==> config.mk <==
export PLATFORM = sky130hd
export DESIGN_NAME = cpuif_ctrl_regs
export DESIGN_NICKNAME = d
export VERILOG_FILES = /design/src/cpuif_regs_pkg.sv /design/src/cpuif_ctrl_regs.sv /design/src/cpuif_view_route.sv /design/src/cpuif_decode.sv
export SDC_FILE = /design/constraint.sdc
export NUM_CORES = 1
export LEC_CHECK = 0
export BUFFER_PORTS_ARGS = -buffer_cell sky130_fd_sc_hd__buf_2
export CAP_MARGIN = 25
export CORE_ASPECT_RATIO = 1.4
export CORE_MARGIN = 10
export CORE_UTILIZATION = 38
export DETAILED_ROUTE_END_ITERATION = 12
export GPL_TIMING_DRIVEN = 1
export PLACE_DENSITY = 0.74
export SLEW_MARGIN = 20
export SYNTH_ARGS = -nofsm -noshare
export SYNTH_HDL_FRONTEND = slang
export SYNTH_SLANG_ARGS = --single-unit
==> constraint.sdc <==
create_clock -name sys_clk_i -period 1.3 [get_ports sys_clk_i]
set_clock_uncertainty 0.15 [all_clocks]
set_input_delay 0.065 -clock sys_clk_i [delete_from_list [all_inputs] [get_ports sys_clk_i]]
set_output_delay 0.065 -clock sys_clk_i [all_outputs]
set_load 0.02 [all_outputs]
==> src/cpuif_regs_pkg.sv <==
/*
  package for the cpu interface control and enable register block:
  system register encodings, field positions, fixed values, reset values,
  access carrier structs.
  assumes: the core decodes system register instructions into the
  op0/op1/crn/crm/op2 tuple carried by sysreg_req_s.
*/
package cpuif_regs_pkg;

  // ************************************************************
  // system register encodings
  // ************************************************************
  typedef struct packed {
    logic [1:0] op0;
    logic [2:0] op1;
    logic [3:0] crn;
    logic [3:0] crm;
    logic [2:0] op2;
  } sysreg_enc_s;

  localparam sysreg_enc_s ENC_CTRL_TOP = '{2'h3, 3'h6, 4'hc, 4'hc, 3'h4};
  localparam sysreg_enc_s ENC_SRE_LOW = '{2'h3, 3'h0, 4'hc, 4'hc, 3'h5};
  localparam sysreg_enc_s ENC_SRE_HYP = '{2'h3, 3'h4, 4'hc, 4'h9, 3'h5};
  localparam sysreg_enc_s ENC_SRE_TOP = '{2'h3, 3'h6, 4'hc, 4'hc, 3'h5};
  // group 0 active priorities n: crm 8, op2 4+n
  localparam sysreg_enc_s ENC_AP0R0 = '{2'h3, 3'h0, 4'hc, 4'h8, 3'h4};
  // group 1 active priorities n: crm 9, op2 0+n
  localparam sysreg_enc_s ENC_AP1R0 = '{2'h3, 3'h0, 4'hc, 4'h9, 3'h0};
  localparam logic [2:0] AP_LAST_IDX = 3'h3;

  // ************************************************************
  // control register field positions and fixed values
  // ************************************************************
  localparam int CTL_SEC_DIS_UNSUP_POS = 17;
  localparam int CTL_AFF3_VALID_POS = 15;
  localparam int CTL_SEI_SUPPORT_POS = 14;
  localparam int CTL_ID_WIDTH_LSB = 11;
  localparam int CTL_PRIO_WIDTH_LSB = 8;
  localparam int CTL_PRIO_MASK_HINT_ENABLE_POS = 6;
  localparam int CTL_RM_POS = 5;
  localparam int CTL_EOI_NS_POS = 4;
  localparam int CTL_EOI_S_POS = 3;
  localparam int CTL_EOI_TOP_POS = 2;
  localparam int CTL_CBP_NS_POS = 1;
  localparam int CTL_CBP_S_POS = 0;
  localparam logic [2:0] ID_WIDTH_VAL = 3'h0;
  localparam logic [2:0] PRIO_WIDTH_VAL = 3'h4;

  // ************************************************************
  // enable register field positions
  // ************************************************************
  localparam int SRE_LOWER_EN_POS = 3;
  localparam int SRE_DIB_POS = 2;
  localparam int SRE_DFB_POS = 1;
  localparam int SRE_IFACE_POS = 0;

  // ************************************************************
  // reset values
  // ************************************************************
  localparam logic [5:0] CTL_RW_RESET = 6'h00;
  localparam logic [1:0] BYPASS_RESET = 2'h0;
  localparam logic [31:0] VAP0_RESET = 32'h00000000;

  // ************************************************************
  // access carriers
  // ************************************************************
  typedef struct packed {
    logic valid;
    logic write;
    sysreg_enc_s enc;
    logic [31:0] wdata;
  } sysreg_req_s;

  typedef struct packed {
    logic valid;
    logic undef;
    logic [31:0] rdata;
  } sysreg_rsp_s;

  typedef enum logic [2:0] {
    SEL_NONE,
    SEL_CTRL_TOP,
    SEL_SRE_LOW,
    SEL_SRE_HYP,
    SEL_SRE_TOP,
    SEL_VAP0,
    SEL_UNDEF
  } reg_sel_e;

endpackage

==> src/cpuif_ctrl_regs.sv <==
/*
  cpu interface control and system register enable registers, plus the
  virtual group 0 active priorities register.
  assumes: one request per cycle from the core; answer is combinational in
  the same cycle; physical active-priority register 0 lives elsewhere.
*/
// Summary of operation
// - security disable unsupported bit reads one, writes ignored.
// - affinity level 3 valid bit reads one, writes ignored.
// - system error interrupt support bit reads zero.
// - identifier width field reads zero, meaning 16-bit identifiers.
// - priority width field reads four: five bits, 32 levels.
// - active priority registers one to three of either group are undefined.
// - priority mask hint enable gates use of the mask as hint.
// - routing modifier bit reads zero, writes ignored.
// - three writable eoi mode bits choose drop-only or drop and deactivate.
// - two common binary point bits select shared preemption setting.
// - irq bypass disable bit shared by all three enable registers.
// - fiq bypass disable bit shared by all three enable registers.
// - system register interface enable reads one everywhere, writes ignored.
// - hyp enable register lower access bit reads one, writes ignored.
// - top enable register lower access bit reads one, writes ignored.
// - virtual group 0 active priorities reset zero, bit n is priority 8n.
// - for non-secure el1 accesses, hypervisor configuration decides physical or virtual register view.
`timescale 1ns/1ps
`default_nettype none
module cpuif_ctrl_regs
  import cpuif_regs_pkg::*;
(
  input wire logic sys_clk_i,
  input wire logic nrst_i,
  input wire sysreg_req_s req_i,
  input wire logic el1_access_i,
  input wire logic ns_access_i,
  input wire logic hcr_fiq_route_i,
  input wire logic hcr_irq_route_i,
  output sysreg_rsp_s rsp_o,
  output logic prio_mask_hint_enable_o,
  output logic eoi_mode_nonsecure_low_o,
  output logic eoi_mode_secure_low_o,
  output logic eoi_mode_top_o,
  output logic common_bp_nonsecure_o,
  output logic common_bp_secure_o,
  output logic irq_bypass_disable_o,
  output logic fiq_bypass_disable_o,
  output logic [31:0] virt_active_prio_g0_o
);

  // ************************************************************
  // routing and decode
  // ************************************************************
  logic use_virtual;
  reg_sel_e sel;

  cpuif_view_route u_route (
    .el1_access_i(el1_access_i),
    .ns_access_i(ns_access_i),
    .hcr_fiq_route_i(hcr_fiq_route_i),
    .hcr_irq_route_i(hcr_irq_route_i),
    .use_virtual_o(use_virtual)
  );

  cpuif_decode u_decode (
    .enc_i(req_i.enc),
    .use_virtual_i(use_virtual),
    .sel_o(sel)
  );

  // ************************************************************
  // storage
  // ************************************************************
  // writable control bits: prio_mask_hint_enable, eoi ns/s/top, cbp ns/s
  logic [5:0] ctl_reg;
  logic [5:0] ctl_next;
  // single copy of dib/dfb: every enable register view aliases it
  logic [1:0] bypass_reg;
  logic [1:0] bypass_next;
  logic [31:0] vap0_reg;
  logic [31:0] vap0_next;
  logic wr;

  always_comb
  begin
    wr = req_i.valid && req_i.write;
    ctl_next = ctl_reg;
    bypass_next = bypass_reg;
    vap0_next = vap0_reg;
    if (wr)
    begin
      case (sel)
        SEL_CTRL_TOP:
        begin
          // fixed fields and reserved bits are simply not stored
          ctl_next = {req_i.wdata[CTL_PRIO_MASK_HINT_ENABLE_POS],
                      req_i.wdata[CTL_EOI_NS_POS],
                      req_i.wdata[CTL_EOI_S_POS],
                      req_i.wdata[CTL_EOI_TOP_POS],
                      req_i.wdata[CTL_CBP_NS_POS],
                      req_i.wdata[CTL_CBP_S_POS]};
        end
        SEL_SRE_LOW, SEL_SRE_HYP, SEL_SRE_TOP:
        begin
          bypass_next = {req_i.wdata[SRE_DIB_POS],
                         req_i.wdata[SRE_DFB_POS]};
        end
        SEL_VAP0:
        begin
          vap0_next = req_i.wdata;
        end
        default:
        begin
          ctl_next = ctl_reg;
        end
      endcase
    end
  end

  always_ff @(posedge sys_clk_i or negedge nrst_i)
  begin
    if (!nrst_i)
    begin
      ctl_reg <= CTL_RW_RESET;
      bypass_reg <= BYPASS_RESET;
      vap0_reg <= VAP0_RESET;
    end
    else
    begin
      ctl_reg <= ctl_next;
      bypass_reg <= bypass_next;
      vap0_reg <= vap0_next;
    end
  end

  // ************************************************************
  // read views
  // ************************************************************
  function automatic logic [31:0] sre_view(input logic lower_en);
    logic [31:0] v;
    v = 32'h00000000;
    v[SRE_LOWER_EN_POS] = lower_en;
    v[SRE_DIB_POS] = bypass_reg[1];
    v[SRE_DFB_POS] = bypass_reg[0];
    v[SRE_IFACE_POS] = 1'b1;
    sre_view = v;
  endfunction

  logic [31:0] ctl_view;

  always_comb
  begin
    ctl_view = 32'h00000000;
    ctl_view[CTL_SEC_DIS_UNSUP_POS] = 1'b1;
    ctl_view[CTL_AFF3_VALID_POS] = 1'b1;
    ctl_view[CTL_SEI_SUPPORT_POS] = 1'b0;
    ctl_view[CTL_ID_WIDTH_LSB +: 3] = ID_WIDTH_VAL;
    ctl_view[CTL_PRIO_WIDTH_LSB +: 3] = PRIO_WIDTH_VAL;
    ctl_view[CTL_PRIO_MASK_HINT_ENABLE_POS] = ctl_reg[5];
    ctl_view[CTL_RM_POS] = 1'b0;
    ctl_view[CTL_EOI_NS_POS] = ctl_reg[4];
    ctl_view[CTL_EOI_S_POS] = ctl_reg[3];
    ctl_view[CTL_EOI_TOP_POS] = ctl_reg[2];
    ctl_view[CTL_CBP_NS_POS] = ctl_reg[1];
    ctl_view[CTL_CBP_S_POS] = ctl_reg[0];
  end

  always_comb
  begin
    rsp_o.valid = req_i.valid;
    rsp_o.undef = 1'b0;
    rsp_o.rdata = 32'h00000000;
    case (sel)
      SEL_CTRL_TOP:
        rsp_o.rdata = ctl_view;
      // the low register has no lower-access bit of its own
      SEL_SRE_LOW:
        rsp_o.rdata = sre_view(1'b0);
      SEL_SRE_HYP, SEL_SRE_TOP:
        rsp_o.rdata = sre_view(1'b1);
      SEL_VAP0:
        rsp_o.rdata = vap0_reg;
      SEL_UNDEF:
        rsp_o.undef = req_i.valid;
      default:
        rsp_o.rdata = 32'h00000000;
    endcase
  end

  // ************************************************************
  // control outputs to the rest of the interface
  // ************************************************************
  // the hint enable bit leaves the block ungated; distributor side must not
  // read the mask while it is clear
  always_comb
  begin
    prio_mask_hint_enable_o = ctl_reg[5];
    eoi_mode_nonsecure_low_o = ctl_reg[4];
    eoi_mode_secure_low_o = ctl_reg[3];
    eoi_mode_top_o = ctl_reg[2];
    common_bp_nonsecure_o = ctl_reg[1];
    common_bp_secure_o = ctl_reg[0];
    irq_bypass_disable_o = bypass_reg[1];
    fiq_bypass_disable_o = bypass_reg[0];
    virt_active_prio_g0_o = vap0_reg;
  end

endmodule
`default_nettype wire

==> src/cpuif_view_route.sv <==
/*
  view router: decides whether an access goes to the physical register
  or to its virtual counterpart.
  assumes: route bits come from the hypervisor_config register, same clock.
*/
`timescale 1ns/1ps
`default_nettype none
module cpuif_view_route
  import cpuif_regs_pkg::*;
(
  input wire logic el1_access_i,
  input wire logic ns_access_i,
  input wire logic hcr_fiq_route_i,
  input wire logic hcr_irq_route_i,
  output logic use_virtual_o
);
  // ************************************************************
  // routing
  // ************************************************************
  // only non-secure el1 accesses are redirected; higher levels keep the
  // physical view whatever the hypervisor asks
  always_comb
  begin
    use_virtual_o = el1_access_i && ns_access_i &&
                    (hcr_fiq_route_i || hcr_irq_route_i);
  end
endmodule
`default_nettype wire

==> src/cpuif_decode.sv <==
/*
  system register decoder for the control/enable block.
  assumes: request is a single-cycle strobe from the core pipeline.
*/
`timescale 1ns/1ps
`default_nettype none
module cpuif_decode
  import cpuif_regs_pkg::*;
(
  input wire sysreg_enc_s enc_i,
  input wire logic use_virtual_i,
  output reg_sel_e sel_o
);
  // ************************************************************
  // decode
  // ************************************************************
  function automatic logic is_ap(input sysreg_enc_s e,
                                 input sysreg_enc_s base);
    logic [2:0] idx;
    idx = e.op2 - base.op2;
    // register zero itself is defined: only indices one to three refuse
    is_ap = e.op0 == base.op0 && e.op1 == base.op1 && e.crn == base.crn &&
            e.crm == base.crm && e.op2 >= base.op2 && idx != 3'h0 &&
            idx <= AP_LAST_IDX;
  endfunction

  always_comb
  begin
    sel_o = SEL_NONE;
    if (enc_i == ENC_CTRL_TOP)
      sel_o = SEL_CTRL_TOP;
    else if (enc_i == ENC_SRE_LOW)
      sel_o = SEL_SRE_LOW;
    else if (enc_i == ENC_SRE_HYP)
      sel_o = SEL_SRE_HYP;
    else if (enc_i == ENC_SRE_TOP)
      sel_o = SEL_SRE_TOP;
    else if (enc_i == ENC_AP0R0)
      sel_o = use_virtual_i ? SEL_VAP0 : SEL_NONE;
    else if (is_ap(enc_i, ENC_AP0R0) || is_ap(enc_i, ENC_AP1R0))
      sel_o = SEL_UNDEF;
  end
endmodule
`default_nettype wire

# Word level (Yosys, flattened, before mapping)
# Index checks and enable logic that the tools add are counted.
dict set report totals {
  register_bits 40
  in_bits 56
  out_inout_bits 74
  wordCells 55
}
dict set report classes {
  add_sub_neg 1
  magnitude_cmp 4
  n_eq_ne 15
  mux 9
  reduce_logical 23
}
# op n
set op_table {}
lappend op_table {{case mux 32 bit (4 select lines)} 1}
lappend op_table {{equality test 16 bit (second input constant)} 5}
lappend op_table {{two-way mux 3 bit} 7}
lappend op_table {{logical AND 1 bit} 13}
lappend op_table {{equality test 4 bit (second input constant)} 3}
lappend op_table {{equality test 3 bit (second input constant)} 3}
lappend op_table {{equality test 3 x 2 -> 1 bit (second input constant)} 2}
lappend op_table {{less-or-equal comparator 3 x 2 -> 1 bit (second input constant)} 2}
lappend op_table {{AND reduction 2 bit} 3}
lappend op_table {{nonzero test 3 bit} 2}
lappend op_table {{equality test 3 x 1 -> 1 bit (second input constant)} 1}
lappend op_table {{greater-or-equal comparator 3 x 1 -> 1 bit (second input constant)} 1}
lappend op_table {{greater-or-equal comparator 3 bit (second input constant)} 1}
lappend op_table {{logical NOT 3 bit} 1}
lappend op_table {{OR reduction 3 bit} 1}
lappend op_table {{subtractor 3 bit (second input constant)} 1}
lappend op_table {{equality test 2 bit (second input constant)} 1}
lappend op_table {{logical OR 1 bit} 2}
lappend op_table {{OR reduction 2 bit} 1}
lappend op_table {{two-way mux 1 bit} 1}

# Longest topological paths before layout
# Gate-level depths: netlist of run 1.
dict set report logic_depth {
  ltp_word 17
  mapped_depth 6
  depth_no_buf 4
}

# Modules after synthesis
# Synthesis of run 1 repeated with hierarchy kept, for this count alone.
dict set report hier_totals {
  hier_cells 184
  hier_area_um2 2182.1
}
# module instances cells_per_inst area_per_inst_um2 seq_area_each_um2
set by_module_without_submodules {}
lappend by_module_without_submodules {cpuif_ctrl_regs 1 160 1963.1 1001.0}
lappend by_module_without_submodules {cpuif_decode 1 23 209.0 0.0}
lappend by_module_without_submodules {cpuif_view_route 1 1 10.0 0.0}

# Worst setup path after synthesis of run 1
# No wires, ideal clock.
dict set report synth_path {
  kind {input -> register}
  from {input req_i[40] (netlist bit)}
  to {register vap0_reg[21] (netlist: virt_active_prio_g0_o[21])}
  setup_time_ps 125
  arrival_time_ps 1422
  required_time_ps 1025
  slack_ps -397
  cell_stages 5
  path_buffers 1
  cell_sequence {and4bb_2 > nand4b_1 > nor3_4 > buf_6 > mux2_2}
}
dict set report synth_via {
  elab_chain_len 15
}
# element line_no
set synth_lines {}
lappend synth_lines {{start, declared} cpuif_ctrl_regs.sv:32} ;# input wire sysreg_req_s req_i,
lappend synth_lines {{equality test 4 bit} cpuif_decode.sv:22} ;# is_ap = e.op0 == base.op0 && e.op1 == base.op1 && e.crn == base.crn &&
lappend synth_lines {{logical AND 1 bit (2 in series)} cpuif_decode.sv:22}
lappend synth_lines {{logical AND 1 bit (3 in series)} cpuif_decode.sv:23} ;# e.crm == base.crm && e.op2 >= base.op2 && idx != 3'h0 &&
lappend synth_lines {{logical OR 1 bit} cpuif_decode.sv:40} ;# else if (is_ap(enc_i, ENC_AP0R0) || is_ap(enc_i, ENC_AP1R0))
lappend synth_lines {{two-way mux 3 bit} cpuif_decode.sv:40}
lappend synth_lines {{two-way mux 3 bit} cpuif_decode.sv:38} ;# else if (enc_i == ENC_AP0R0)
lappend synth_lines {{two-way mux 3 bit} cpuif_decode.sv:36} ;# else if (enc_i == ENC_SRE_TOP)
lappend synth_lines {{two-way mux 3 bit} cpuif_decode.sv:34} ;# else if (enc_i == ENC_SRE_HYP)
lappend synth_lines {{two-way mux 3 bit} cpuif_decode.sv:32} ;# else if (enc_i == ENC_SRE_LOW)
lappend synth_lines {{two-way mux 3 bit *} cpuif_decode.sv:30} ;# if (enc_i == ENC_CTRL_TOP)
lappend synth_lines {{equality test 3 bit *} cpuif_ctrl_regs.sv:90} ;# case (sel)
lappend synth_lines {{AND reduction 2 bit (no source line) *} n/a}
lappend synth_lines {{end signal, assigned} cpuif_ctrl_regs.sv:130} ;# vap0_reg <= vap0_next;
lappend synth_lines {{end, declared} cpuif_ctrl_regs.sv:78} ;# logic [31:0] vap0_reg;
# Mark *: on every way between the ends. The rest lies on a longest branch, timed or not.
# A chain may end at the register's enable or synchronous reset.

# Final worst setup path of run 1
dict set report layout_path {
  from {input req_i[35] (netlist bit)}
  to {register vap0_reg[0] (netlist: virt_active_prio_g0_o[0])}
}
dict set report layout_via {
  elab_chain_len 14
}
# element line_no
set layout_lines {}
lappend layout_lines {{equality test 4 bit} cpuif_decode.sv:23}
lappend layout_lines {{logical AND 1 bit} cpuif_decode.sv:22}
lappend layout_lines {{logical AND 1 bit (3 in series)} cpuif_decode.sv:23}
lappend layout_lines {{logical OR 1 bit} cpuif_decode.sv:40}
lappend layout_lines {{two-way mux 3 bit} cpuif_decode.sv:40}
lappend layout_lines {{two-way mux 3 bit} cpuif_decode.sv:38}
lappend layout_lines {{two-way mux 3 bit} cpuif_decode.sv:36}
lappend layout_lines {{two-way mux 3 bit} cpuif_decode.sv:34}
lappend layout_lines {{two-way mux 3 bit} cpuif_decode.sv:32}
lappend layout_lines {{two-way mux 3 bit *} cpuif_decode.sv:30}
lappend layout_lines {{equality test 3 bit *} cpuif_ctrl_regs.sv:90}
lappend layout_lines {{AND reduction 2 bit (no source line) *} n/a}
# Marks and branches as above.

==> impl_metrics.toml, run 1 <==
[outcome]
status = "finished, violations left"
violations = "setup timing"

[timing]
worst_pin_slew_ps = 351
hold_violations = 0
final.min_clock_period_ps = 1660
drv_slew = 0
fin_ws_ps = -356
rsz0062_at_grt = "yes"
setup_viol = 73
max_freq_mhz = 604
relSlewSlack = 0.763
period_share = 1.27

[clock_network]
cts_tree = "done"
cts_buffers = 5
cts-root-buf = "clkbuf_8"
insertion_delay_ps = 280
htree_levels = 2
cts.sinks = 40
cts_max_path_buffers = 2
cts.clk_slew.worst_paths_ps = 70

[synthesis]
yosysTopAreaCell = "dfrtp_1"
synth_top_family_by_area = "multiplexers"
netlist_top_cells_area = "dfrtp_1 (50%), mux2_2 (21%), and2_1 (7.5%)"
synth-compound-area-share = 0.0564
synth-simple-area-share = 0.175
synthDominantCellAreaShare = 0.502
synthAdderAreaFrac = 0
post_synth.cell_area_avg_um2 = 12.9
synth_xor_area_frac = 0.00439
synth_nets = 211
synth_seq_area_share = 0.502
synth_cell_type_count = 33
netlist_area_um2 = 2000
muxShareOfSynthArea = 0.226
synth_warnings = 0
ys_seq_elements = 40
synthCells = 155

[cells_and_area]
nNetsFinal = 400
syn2layout_area_growth_pct = 102
final_common_cell = "buf_2"
mostFrequentLayoutCells = "buf_2 (88), buf_6 (48), dfrtp_1 (40)"
n_antenna_cell = 0
layoutNonFillerInstCount = 411
largest_reg_flops = 32
fin_util = 0.788
layout-drive-gt1-share = 0.730

[placement]
io_buffers = 129
pre_cts_ws_ps = -499
finalWeightedCongestion = 0.830
dpl.hpwl_um = 5260
dp_cells = 358

[detailed_routing]
drt_iter0_drc = 92
antenna_left = 0
viasPerCell = 5.04
vias = 2070
drcViolationCount = 0
drtPass1Iterations = 4
wl_um = 8370
wl_per_cell_um = 20.4

[floorplanning]
die_w_um = 81.2
num_rows = 31
die_area_um2 = 8590
dieHeight_um = 106
initial_utilization = 0.390
io_pins = 130
coreArea_um2 = 5120

[global_route]
grt_usage = 0.189
grt_max_degree = 41
grt_pass1_wl_um = 12800
overflow = 0
antenna_found_initial = 0
grt_pass1_vias = 2343

[power_and_ir_drop]
peakVddDrop_uv = 438
power_uw = 2680
leakage_uw = 0.00216
power_density_nw_per_um2 = 663

[critical_path]
crit_type = "input port to flip-flop"
worstPathRequired_ps = 1320
critPathArrivalTime_ps = 1680
worstPathMaxFanout = 7
worstSetupStartpointType = "input port"
worst_setup_path_end_kind = "flip-flop"

[worst_hold_path]
hold_class = "input port to flip-flop"

[run]
cap_violations = 0
synth_stat cells, drive strengths merged:
cell type	count
a211oi	1
a21o	3
a21oi	1
a221o	4
a22o	2
and2	24
and3	1
and4	2
and4bb	1
buf	7
clkbuf	2
dfrtp	40
inv	2
mux2	40
nand2	2
nand3	1
nand3b	1
nand4b	2
nor2	1
nor2b	1
nor3	6
nor3b	2
nor4	1
nor4b	3
nor4bb	2
o2111ai	1
o21ai	1
xnor2	1
path summary, 6_finish.rpt:
kind | start | endpoint | slack, ps | depth (start not counted)
min | req_i[41] | bypass_reg[0]$_DFFE_PN0P_ | 150 | 4
max reg2reg | virt_active_prio_g0_o[18]$_DFFE_PN0P_ | virt_active_prio_g0_o[18]$_DFFE_PN0P_ | 320 | 1
min in group asynchronous | nrst_i | virt_active_prio_g0_o[19]$_DFFE_PN0P_ | 170 | 3
min reg2reg | virt_active_prio_g0_o[10]$_DFFE_PN0P_ | virt_active_prio_g0_o[10]$_DFFE_PN0P_ | 390 | 1
max in group asynchronous | nrst_i | virt_active_prio_g0_o[7]$_DFFE_PN0P_ | 610 | 3
max | req_i[35] | virt_active_prio_g0_o[0]$_DFFE_PN0P_ | -360 | 8
timing repair:
| action | in CTS | in global routing |
|---|---|---|
| buffers inserted | 8 | 4 |
| hold buffers | 33 | 0 |
| resized for setup | 114 | 18 |
| hold endpoints to repair | 80 | 0 |
| pin swaps | 15 | 24 |
| endpoints found under the setup margin | 73 | 73 |
| cloned | 2 | 0 |
critical path, cell delays in order:
cell,delay (ps)
buf_8,100
nor4b_4,300
o2111ai_2,180
buf_4,180
nor3_4,210
buf_6,170
buf_16,140
mux2_2,330
where the power goes:
group / switching [uW] / internal [uW]
clock: 412 / 677
sequential: 0.0954 / 1240
combinational: 138 / 208
routing by layer:
metal | track usage | wire length [um] | share of wire | vias to the layer above
li1 | - | - | - | 940
met2 | 0.334 | 4200 | 0.50 | 118
met5 | 0 | 0 | 0 | -
met3 | 0.0570 | 790 | 0.094 | 10
met1 | 0.213 | 3280 | 0.39 | 1002
met4 | 0.0447 | 97 | 0.012 | 0
metrics by stage:
step	hold WS, ps	instance area, um^2	TNS (ps)
after floorplan	-381	2140	-13910
after global placement	-102	2950	-30370
after detailed placement	-99.2	2950	-33300
after CTS	140	3960	-18150
after global routing	153	4040	-25640
final	150	4040	-21100
area by class of cell:
class | instances | area [um^2]
Clock inverter | 1 | 30.0
Clock buffer | 7 | 96.3
Multi-Input combinational cell | 104 | 1250
Tap cell | 66 | 82.6
Fill cell | 310 | 1080
Timing Repair Buffer | 191 | 1570
Inverter | 2 | 7.51
Sequential cell | 40 | 1000
kinds of logic (layout without fill, tap and decap cells):
kind of cell	after synthesis	count (layout)
compound gates	13	13
xor+xnor	1	1
buf+inv	11	201
flops	40	40
simple gates	50	50
mux	40	40
Power figures use the tool's default switching activity.
==> inputs of run 2 (changes only) <==
Settings changed: PLACE_DENSITY 0.74 to 0.73.
==> run 2 against run 1 <==
  * The flow still finishes with violations (setup timing)
  * Fmax is 1.6% lower
  * Critical path depth grew 1
  * Critical endpoint is now rsp_o[0]
  * Register-to-register slack is essentially flat
  * First-iteration DRC count decreased by 35%
  * Largest power group unchanged
  * Clock-buffer cell count decreased by 2
  * Routed wire length increased by 7.5%
  * Global-route usage increased by 1.6 points
  * Sequential share of layout area increased by 0.37 points
  * Final area shrank 1.5%
  * Via count grew 2.8%
==> impl_metrics.toml, run 2 (synthesis gave the netlist of run 1 again) <==
[detailed_routing]
vias = 2127
drt_iter0_drc = 60
drtPass1Iterations = 4
viasPerCell = 5.19
drcViolationCount = 0
antenna_left = 0
wl_per_cell_um = 22.0
wl_um = 9000

[critical_path]
worstSetupStartpointType = "input port"
worstPathRequired_ps = 1090
ff2ff_path_depth = 1
rrSetupSlack_ps = 330
critPathLaunch = "req_i[43]"
reg2reg_from = "ctl_reg[2]$_DFFE_PN0P_"
r2r_end = "ctl_reg[2]$_DFFE_PN0P_"
crit_type = "input port to output pin"
worstPathMaxFanout = 6
worst_setup_path_end_kind = "output pin"
critPathArrivalTime_ps = 1470
endpoint = "rsp_o[0]"

[timing]
period_share = 1.29
worst_pin_slew_ps = 383
finalSetupTns_ps = -21170
relSlewSlack = 0.742
final.min_clock_period_ps = 1680
fin_ws_ps = -382
timing.hold.ws_ps = 107
drv_slew = 0
setup_viol = 73
rsz0062_at_grt = "yes"
hold_violations = 0
max_freq_mhz = 594

[cells_and_area]
fin_area_um2 = 3980
mostFrequentLayoutCells = "buf_2 (93), dfrtp_1 (40), mux2_4 (39)"
area.sequential_um2 = 1000
layoutNonFillerInstCount = 410
nNetsFinal = 399
largest_reg_flops = 32
final_common_cell = "buf_2"
nFillCells = 306
multi_input_area_um2 = 1300
fin_util = 0.777
syn2layout_area_growth_pct = 99.3
layout-drive-gt1-share = 0.730
n_antenna_cell = 0

[global_route]
grt_usage = 0.205
grt_max_degree = 28
overflow = 0
grt_pass1_vias = 2437
grt_pass1_wl_um = 14000
antenna_found_initial = 0

[power_and_ir_drop]
peakVddDrop_uv = 477
power_frac_seq = 0.482
pwr-share-clk = 0.391
p_switching_uw = 578
pwr-share-comb = 0.127
leakage_uw = 0.00211
swShare = 0.224
power_density_nw_per_um2 = 648
p_int_uw = 2000

[floorplanning]
die_area_um2 = 8590
num_rows = 31
initial_utilization = 0.390
die_w_um = 81.2
io_pins = 130
dieHeight_um = 106
coreArea_um2 = 5120

[clock_network]
cts_buffers = 5
cts_max_path_buffers = 2
cts_tree = "done"
cts.sinks = 40
cts.clk_slew.worst_paths_ps = 80
htree_levels = 2
cts-root-buf = "clkbuf_8"
insertion_delay_ps = 280

[run]
cap_violations = 0

[outcome]
status = "finished, violations left"
violations = "setup timing"

[placement]
finalWeightedCongestion = 0.856
dpl_cell_area_um2 = 2910
dp_cells = 354
io_buffers = 129
dpl.hpwl_um = 5250

[worst_hold_path]
hold_class = "input port to async pin"
run 2: changes by cell type in the layout (fill, tap and decap cells not counted), sizes merged:
cell,delta
clkbuf,-2
clkinv,+1
clkinvlp,+1
buf,-1
run 2: worst min path at each step:
| stage | startpoint | endpoint | slack (ps) | cells after the start |
|---|---|---|---|---|
| after floorplan | nrst_i | bypass_reg[0]$_DFFE_PN0P_ | -380 | 0 |
| after global placement | nrst_i | virt_active_prio_g0_o[8]$_DFFE_PN0P_ | -160 | 1 |
| after detailed placement | nrst_i | virt_active_prio_g0_o[8]$_DFFE_PN0P_ | -160 | 1 |
| after CTS | nrst_i | virt_active_prio_g0_o[8]$_DFFE_PN0P_ | 90 | 2 |
| after global routing | nrst_i | virt_active_prio_g0_o[8]$_DFFE_PN0P_ | 120 | 2 |
| final | nrst_i | virt_active_prio_g0_o[8]$_DFFE_PN0P_ | 110 | 2 |
run 2: layer usage:
| metal | GRT usage | routed length (um) |
|---|---|---|
| met5 | 0 | 0 |
| met4 | 0.0521 | 165 |
| met3 | 0.0714 | 908 |
| met2 | 0.346 | 4380 |
| met1 | 0.237 | 3550 |
run 2: per-stage QoR:
step | setup slack [ps] | total power [uW]
after floorplan | -328 | 1300
after global placement | -488 | 1450
after detailed placement | -552 | 1460
after CTS | -360 | 2560
after global routing | -448 | 2660
final | -382 | 2580
run 2: timing repair:
item                                    CTS  global route
endpoints found under the hold margin    80             0
setup buffers                             9             1
endpoints found under the setup margin   73            73
hold buffers                             33             0
gates cloned                              8             0
pin swaps                                14             7
gates resized for setup                 115            20
run 2: power by group through the flow:
| stage | Combinational, uW | Sequential (uW) | Clock (uW) |
|---|---|---|---|
| floorplan | 34.7 | 1270 | 0 |
| global placement | 183 | 1270 | 0 |
| CTS | 291 | 1240 | 1020 |
| global route | 350 | 1240 | 1070 |
| finish | 326 | 1240 | 1010 |
| detailed placement | 188 | 1270 | 0 |
run 2: critical path, cell delays in order:
cell	delay, ps
buf_2	90
and4bb_2	300
nand4b_1	150
buf_4	190
nor2_4	120
buf_12	130
buf_8	110
a221o_1	170
buf_6	120
run 2: final cells by class:
class,instances,area share
clock inverters,3,0.0107
flip-flops and latches,40,0.252
inverters,2,0.00189
clock buffers,5,0.0173
repair buffers,190,0.371
multi-input cells,104,0.327
well taps,66,0.0208
==> inputs of run 3 (changes only) <==
Settings changed: ABC_AREA set to 1.
==> run 3 against run 2 <==
  * The flow still finishes with violations (setup timing)
  * Area after synthesis rose by 2.3%
  * Cell count rose by 29%
  * Setup slack improved by 310 ps
  * First-iteration DRC count rose by 97%
  * Final area fell by 3.9%
  * Routed wire length fell by 0.96%
  * Clock power fell by 23%
  * Sequential share of layout area rose by 1.0 points
  * Total power fell by 8.9%
  * Fmax rose by 22%
  * Utilization fell by 4.1 points
  * Critical path type unchanged
==> impl_metrics.toml, run 3 <==
[outcome]
status = "finished, violations left"
violations = "setup timing"

[synthesis]
synth_warnings = 0
synth_cell_type_count = 18
netlist_top_cells_area = "dfrtp_1 (49%), nand2_1 (15%), o21ai_0 (7.8%)"
yosysMostFrequentCell = "nand2_1"
synthCells = 276
synth_seq_area_share = 0.490
synthTopCellsByCount = "nand2_1 (81), nor2_1 (41), dfrtp_1 (40), inv_1 (39), o21ai_0 (32)"
ys_seq_elements = 40
yosysTopAreaCell = "dfrtp_1"
netlist_area_um2 = 2040
postSynth.asyncResetShare = 1.00
post_synth.cell_area_avg_um2 = 7.39
synth_edf_count = 0
synth_nets = 332
synthDominantCellAreaShare = 0.490
synthFlopType = "dfrtp_1"

[cells_and_area]
mostFrequentLayoutCells = "buf_2 (92), nand2_1 (65), dfrtp_1 (40)"
nNetsFinal = 518
fin_area_um2 = 3820
layout-drive-gt1-share = 0.478
n_antenna_cell = 0
nFillCells = 370
largest_reg_flops = 32
final_common_cell = "buf_2"
syn2layout_area_growth_pct = 87.3

[floorplanning]
coreArea_um2 = 5200
initial_utilization = 0.393
die_area_um2 = 8740
die_w_um = 81.9
io_pins = 130
num_rows = 31
dieHeight_um = 107

[clock_network]
htree_levels = 2
cts-root-buf = "clkbuf_8"
cts_max_path_buffers = 2
cts.clk_slew.worst_paths_ps = 80
insertion_delay_ps = 280
cts_tree = "done"
cts_buffers = 5
cts.sinks = 40

[placement]
dpl_cell_area_um2 = 2900
io_buffers = 129
pre_cts_ws_ps = -192
finalWeightedCongestion = 0.887
dpl.hpwl_um = 5540

[timing]
period_share = 1.06
final.min_clock_period_ps = 1380
relSlewSlack = 0.700
hold_violations = 0
worst_pin_slew_ps = 450
rsz0062_at_grt = "yes"
drv_slew = 0
max_freq_mhz = 727
fin_ws_ps = -75.4
setup_viol = 30

[detailed_routing]
drtPass1Iterations = 5
wl_um = 8920
wl_per_cell_um = 16.9
vias = 2603
viasPerCell = 4.93
antenna_left = 0
drt_iter0_drc = 118
drcViolationCount = 0

[critical_path]
crit_type = "input port to output pin"
worst_setup_path_end_kind = "output pin"
worstPathRequired_ps = 1090
worstPathMaxFanout = 16
critPathArrivalTime_ps = 1160
worstSetupStartpointType = "input port"

[power_and_ir_drop]
leakage_uw = 0.00216
peakVddDrop_uv = 654
power_density_nw_per_um2 = 614
power_uw = 2350

[global_route]
overflow = 0
grt_pass1_vias = 2677
grt_pass1_wl_um = 13100
antenna_found_initial = 0
grt_max_degree = 32
grt_usage = 0.187

[run]
cap_violations = 0

[worst_hold_path]
hold_class = "input port to async pin"
run 3: repair_timing:
| action | CTS | global route |
|---|---|---|
| endpoints found under the setup margin | 33 | 33 |
| hold endpoints to repair | 80 | 0 |
| resized for setup | 69 | 66 |
| hold buffers | 33 | 0 |
| cloned | 1 | 0 |
| setup buffers | 5 | 4 |
| pin swaps | 5 | 15 |
run 3: cell type report:
| class | count | area [um^2] | area share |
|---|---|---|---|
| Sequential cell | 40 | 1000 | 0.262 |
| Tap cell | 66 | 82.6 | 0.0216 |
| Inverter | 40 | 160 | 0.0419 |
| Clock inverter | 1 | 5.00 | 0.00131 |
| Clock buffer | 6 | 72.6 | 0.0190 |
| Timing Repair Buffer | 190 | 1450 | 0.380 |
| Multi-Input combinational cell | 185 | 1050 | 0.274 |
run 3: kinds of logic (layout without fill, tap and decap cells):
family,count (synthesis),after routing,synth area share
DFF,40,40,0.490
and+or+nand+nor,148,148,0.306
AOI/OAI and AO/OA,37,37,0.0907
buffers and inverters,51,237,0.113
run 3: power breakdown:
group / switching (uW) / internal, uW
combinational: 149 / 175
clock: 414 / 365
sequential: 0.109 / 1240
run 3: through the flow:
| step | setup TNS, ps | hold slack [ps] | std cells | util |
|---|---|---|---|---|
| global placement | -7950 | -117 | 478 | 0.558 |
| CTS | -408 | 137 | 524 | 0.688 |
| detailed placement | -9620 | -107 | 478 | 0.558 |
| floorplan | -719 | -381 | 276 | - |
| global route | -3650 | 144 | 528 | 0.735 |
| finish | -1170 | 113 | 528 | 0.735 |
run 3: worst paths after layout:
kind	slack (ps)	end	cells after the start	start
setup / recovery	-80	rsp_o[15]	10	req_i[33]
min in group sys_clk_i	180	ctl_reg[3]$_DFFE_PN0P_	5	req_i[48]
max in group asynchronous	410	virt_active_prio_g0_o[5]$_DFFE_PN0P_	3	nrst_i
setup reg to reg	450	virt_active_prio_g0_o[9]$_DFFE_PN0P_	2	virt_active_prio_g0_o[9]$_DFFE_PN0P_
hold / removal	110	virt_active_prio_g0_o[25]$_DFFE_PN0P_	2	nrst_i
hold reg to reg	360	ctl_reg[5]$_DFFE_PN0P_	2	ctl_reg[5]$_DFFE_PN0P_
run 3: routing by layer:
layer	GRT usage	share of wire	vias to the layer above
met4	0.0707	0.039	0
met1	0.185	0.34	1225
met3	0.0560	0.084	28
li1	-	-	1217
met5	0	0	-
met2	0.347	0.54	133
run 3: worst max-delay path, cell delays in order:
cell	delay, ps
buf_6	100
inv_4	60
nand2_4	70
nor2_4	110
nand2_2	70
nor2_4	120
nand2_4	110
buf_12	170
o21ai_2	140
buf_6	140
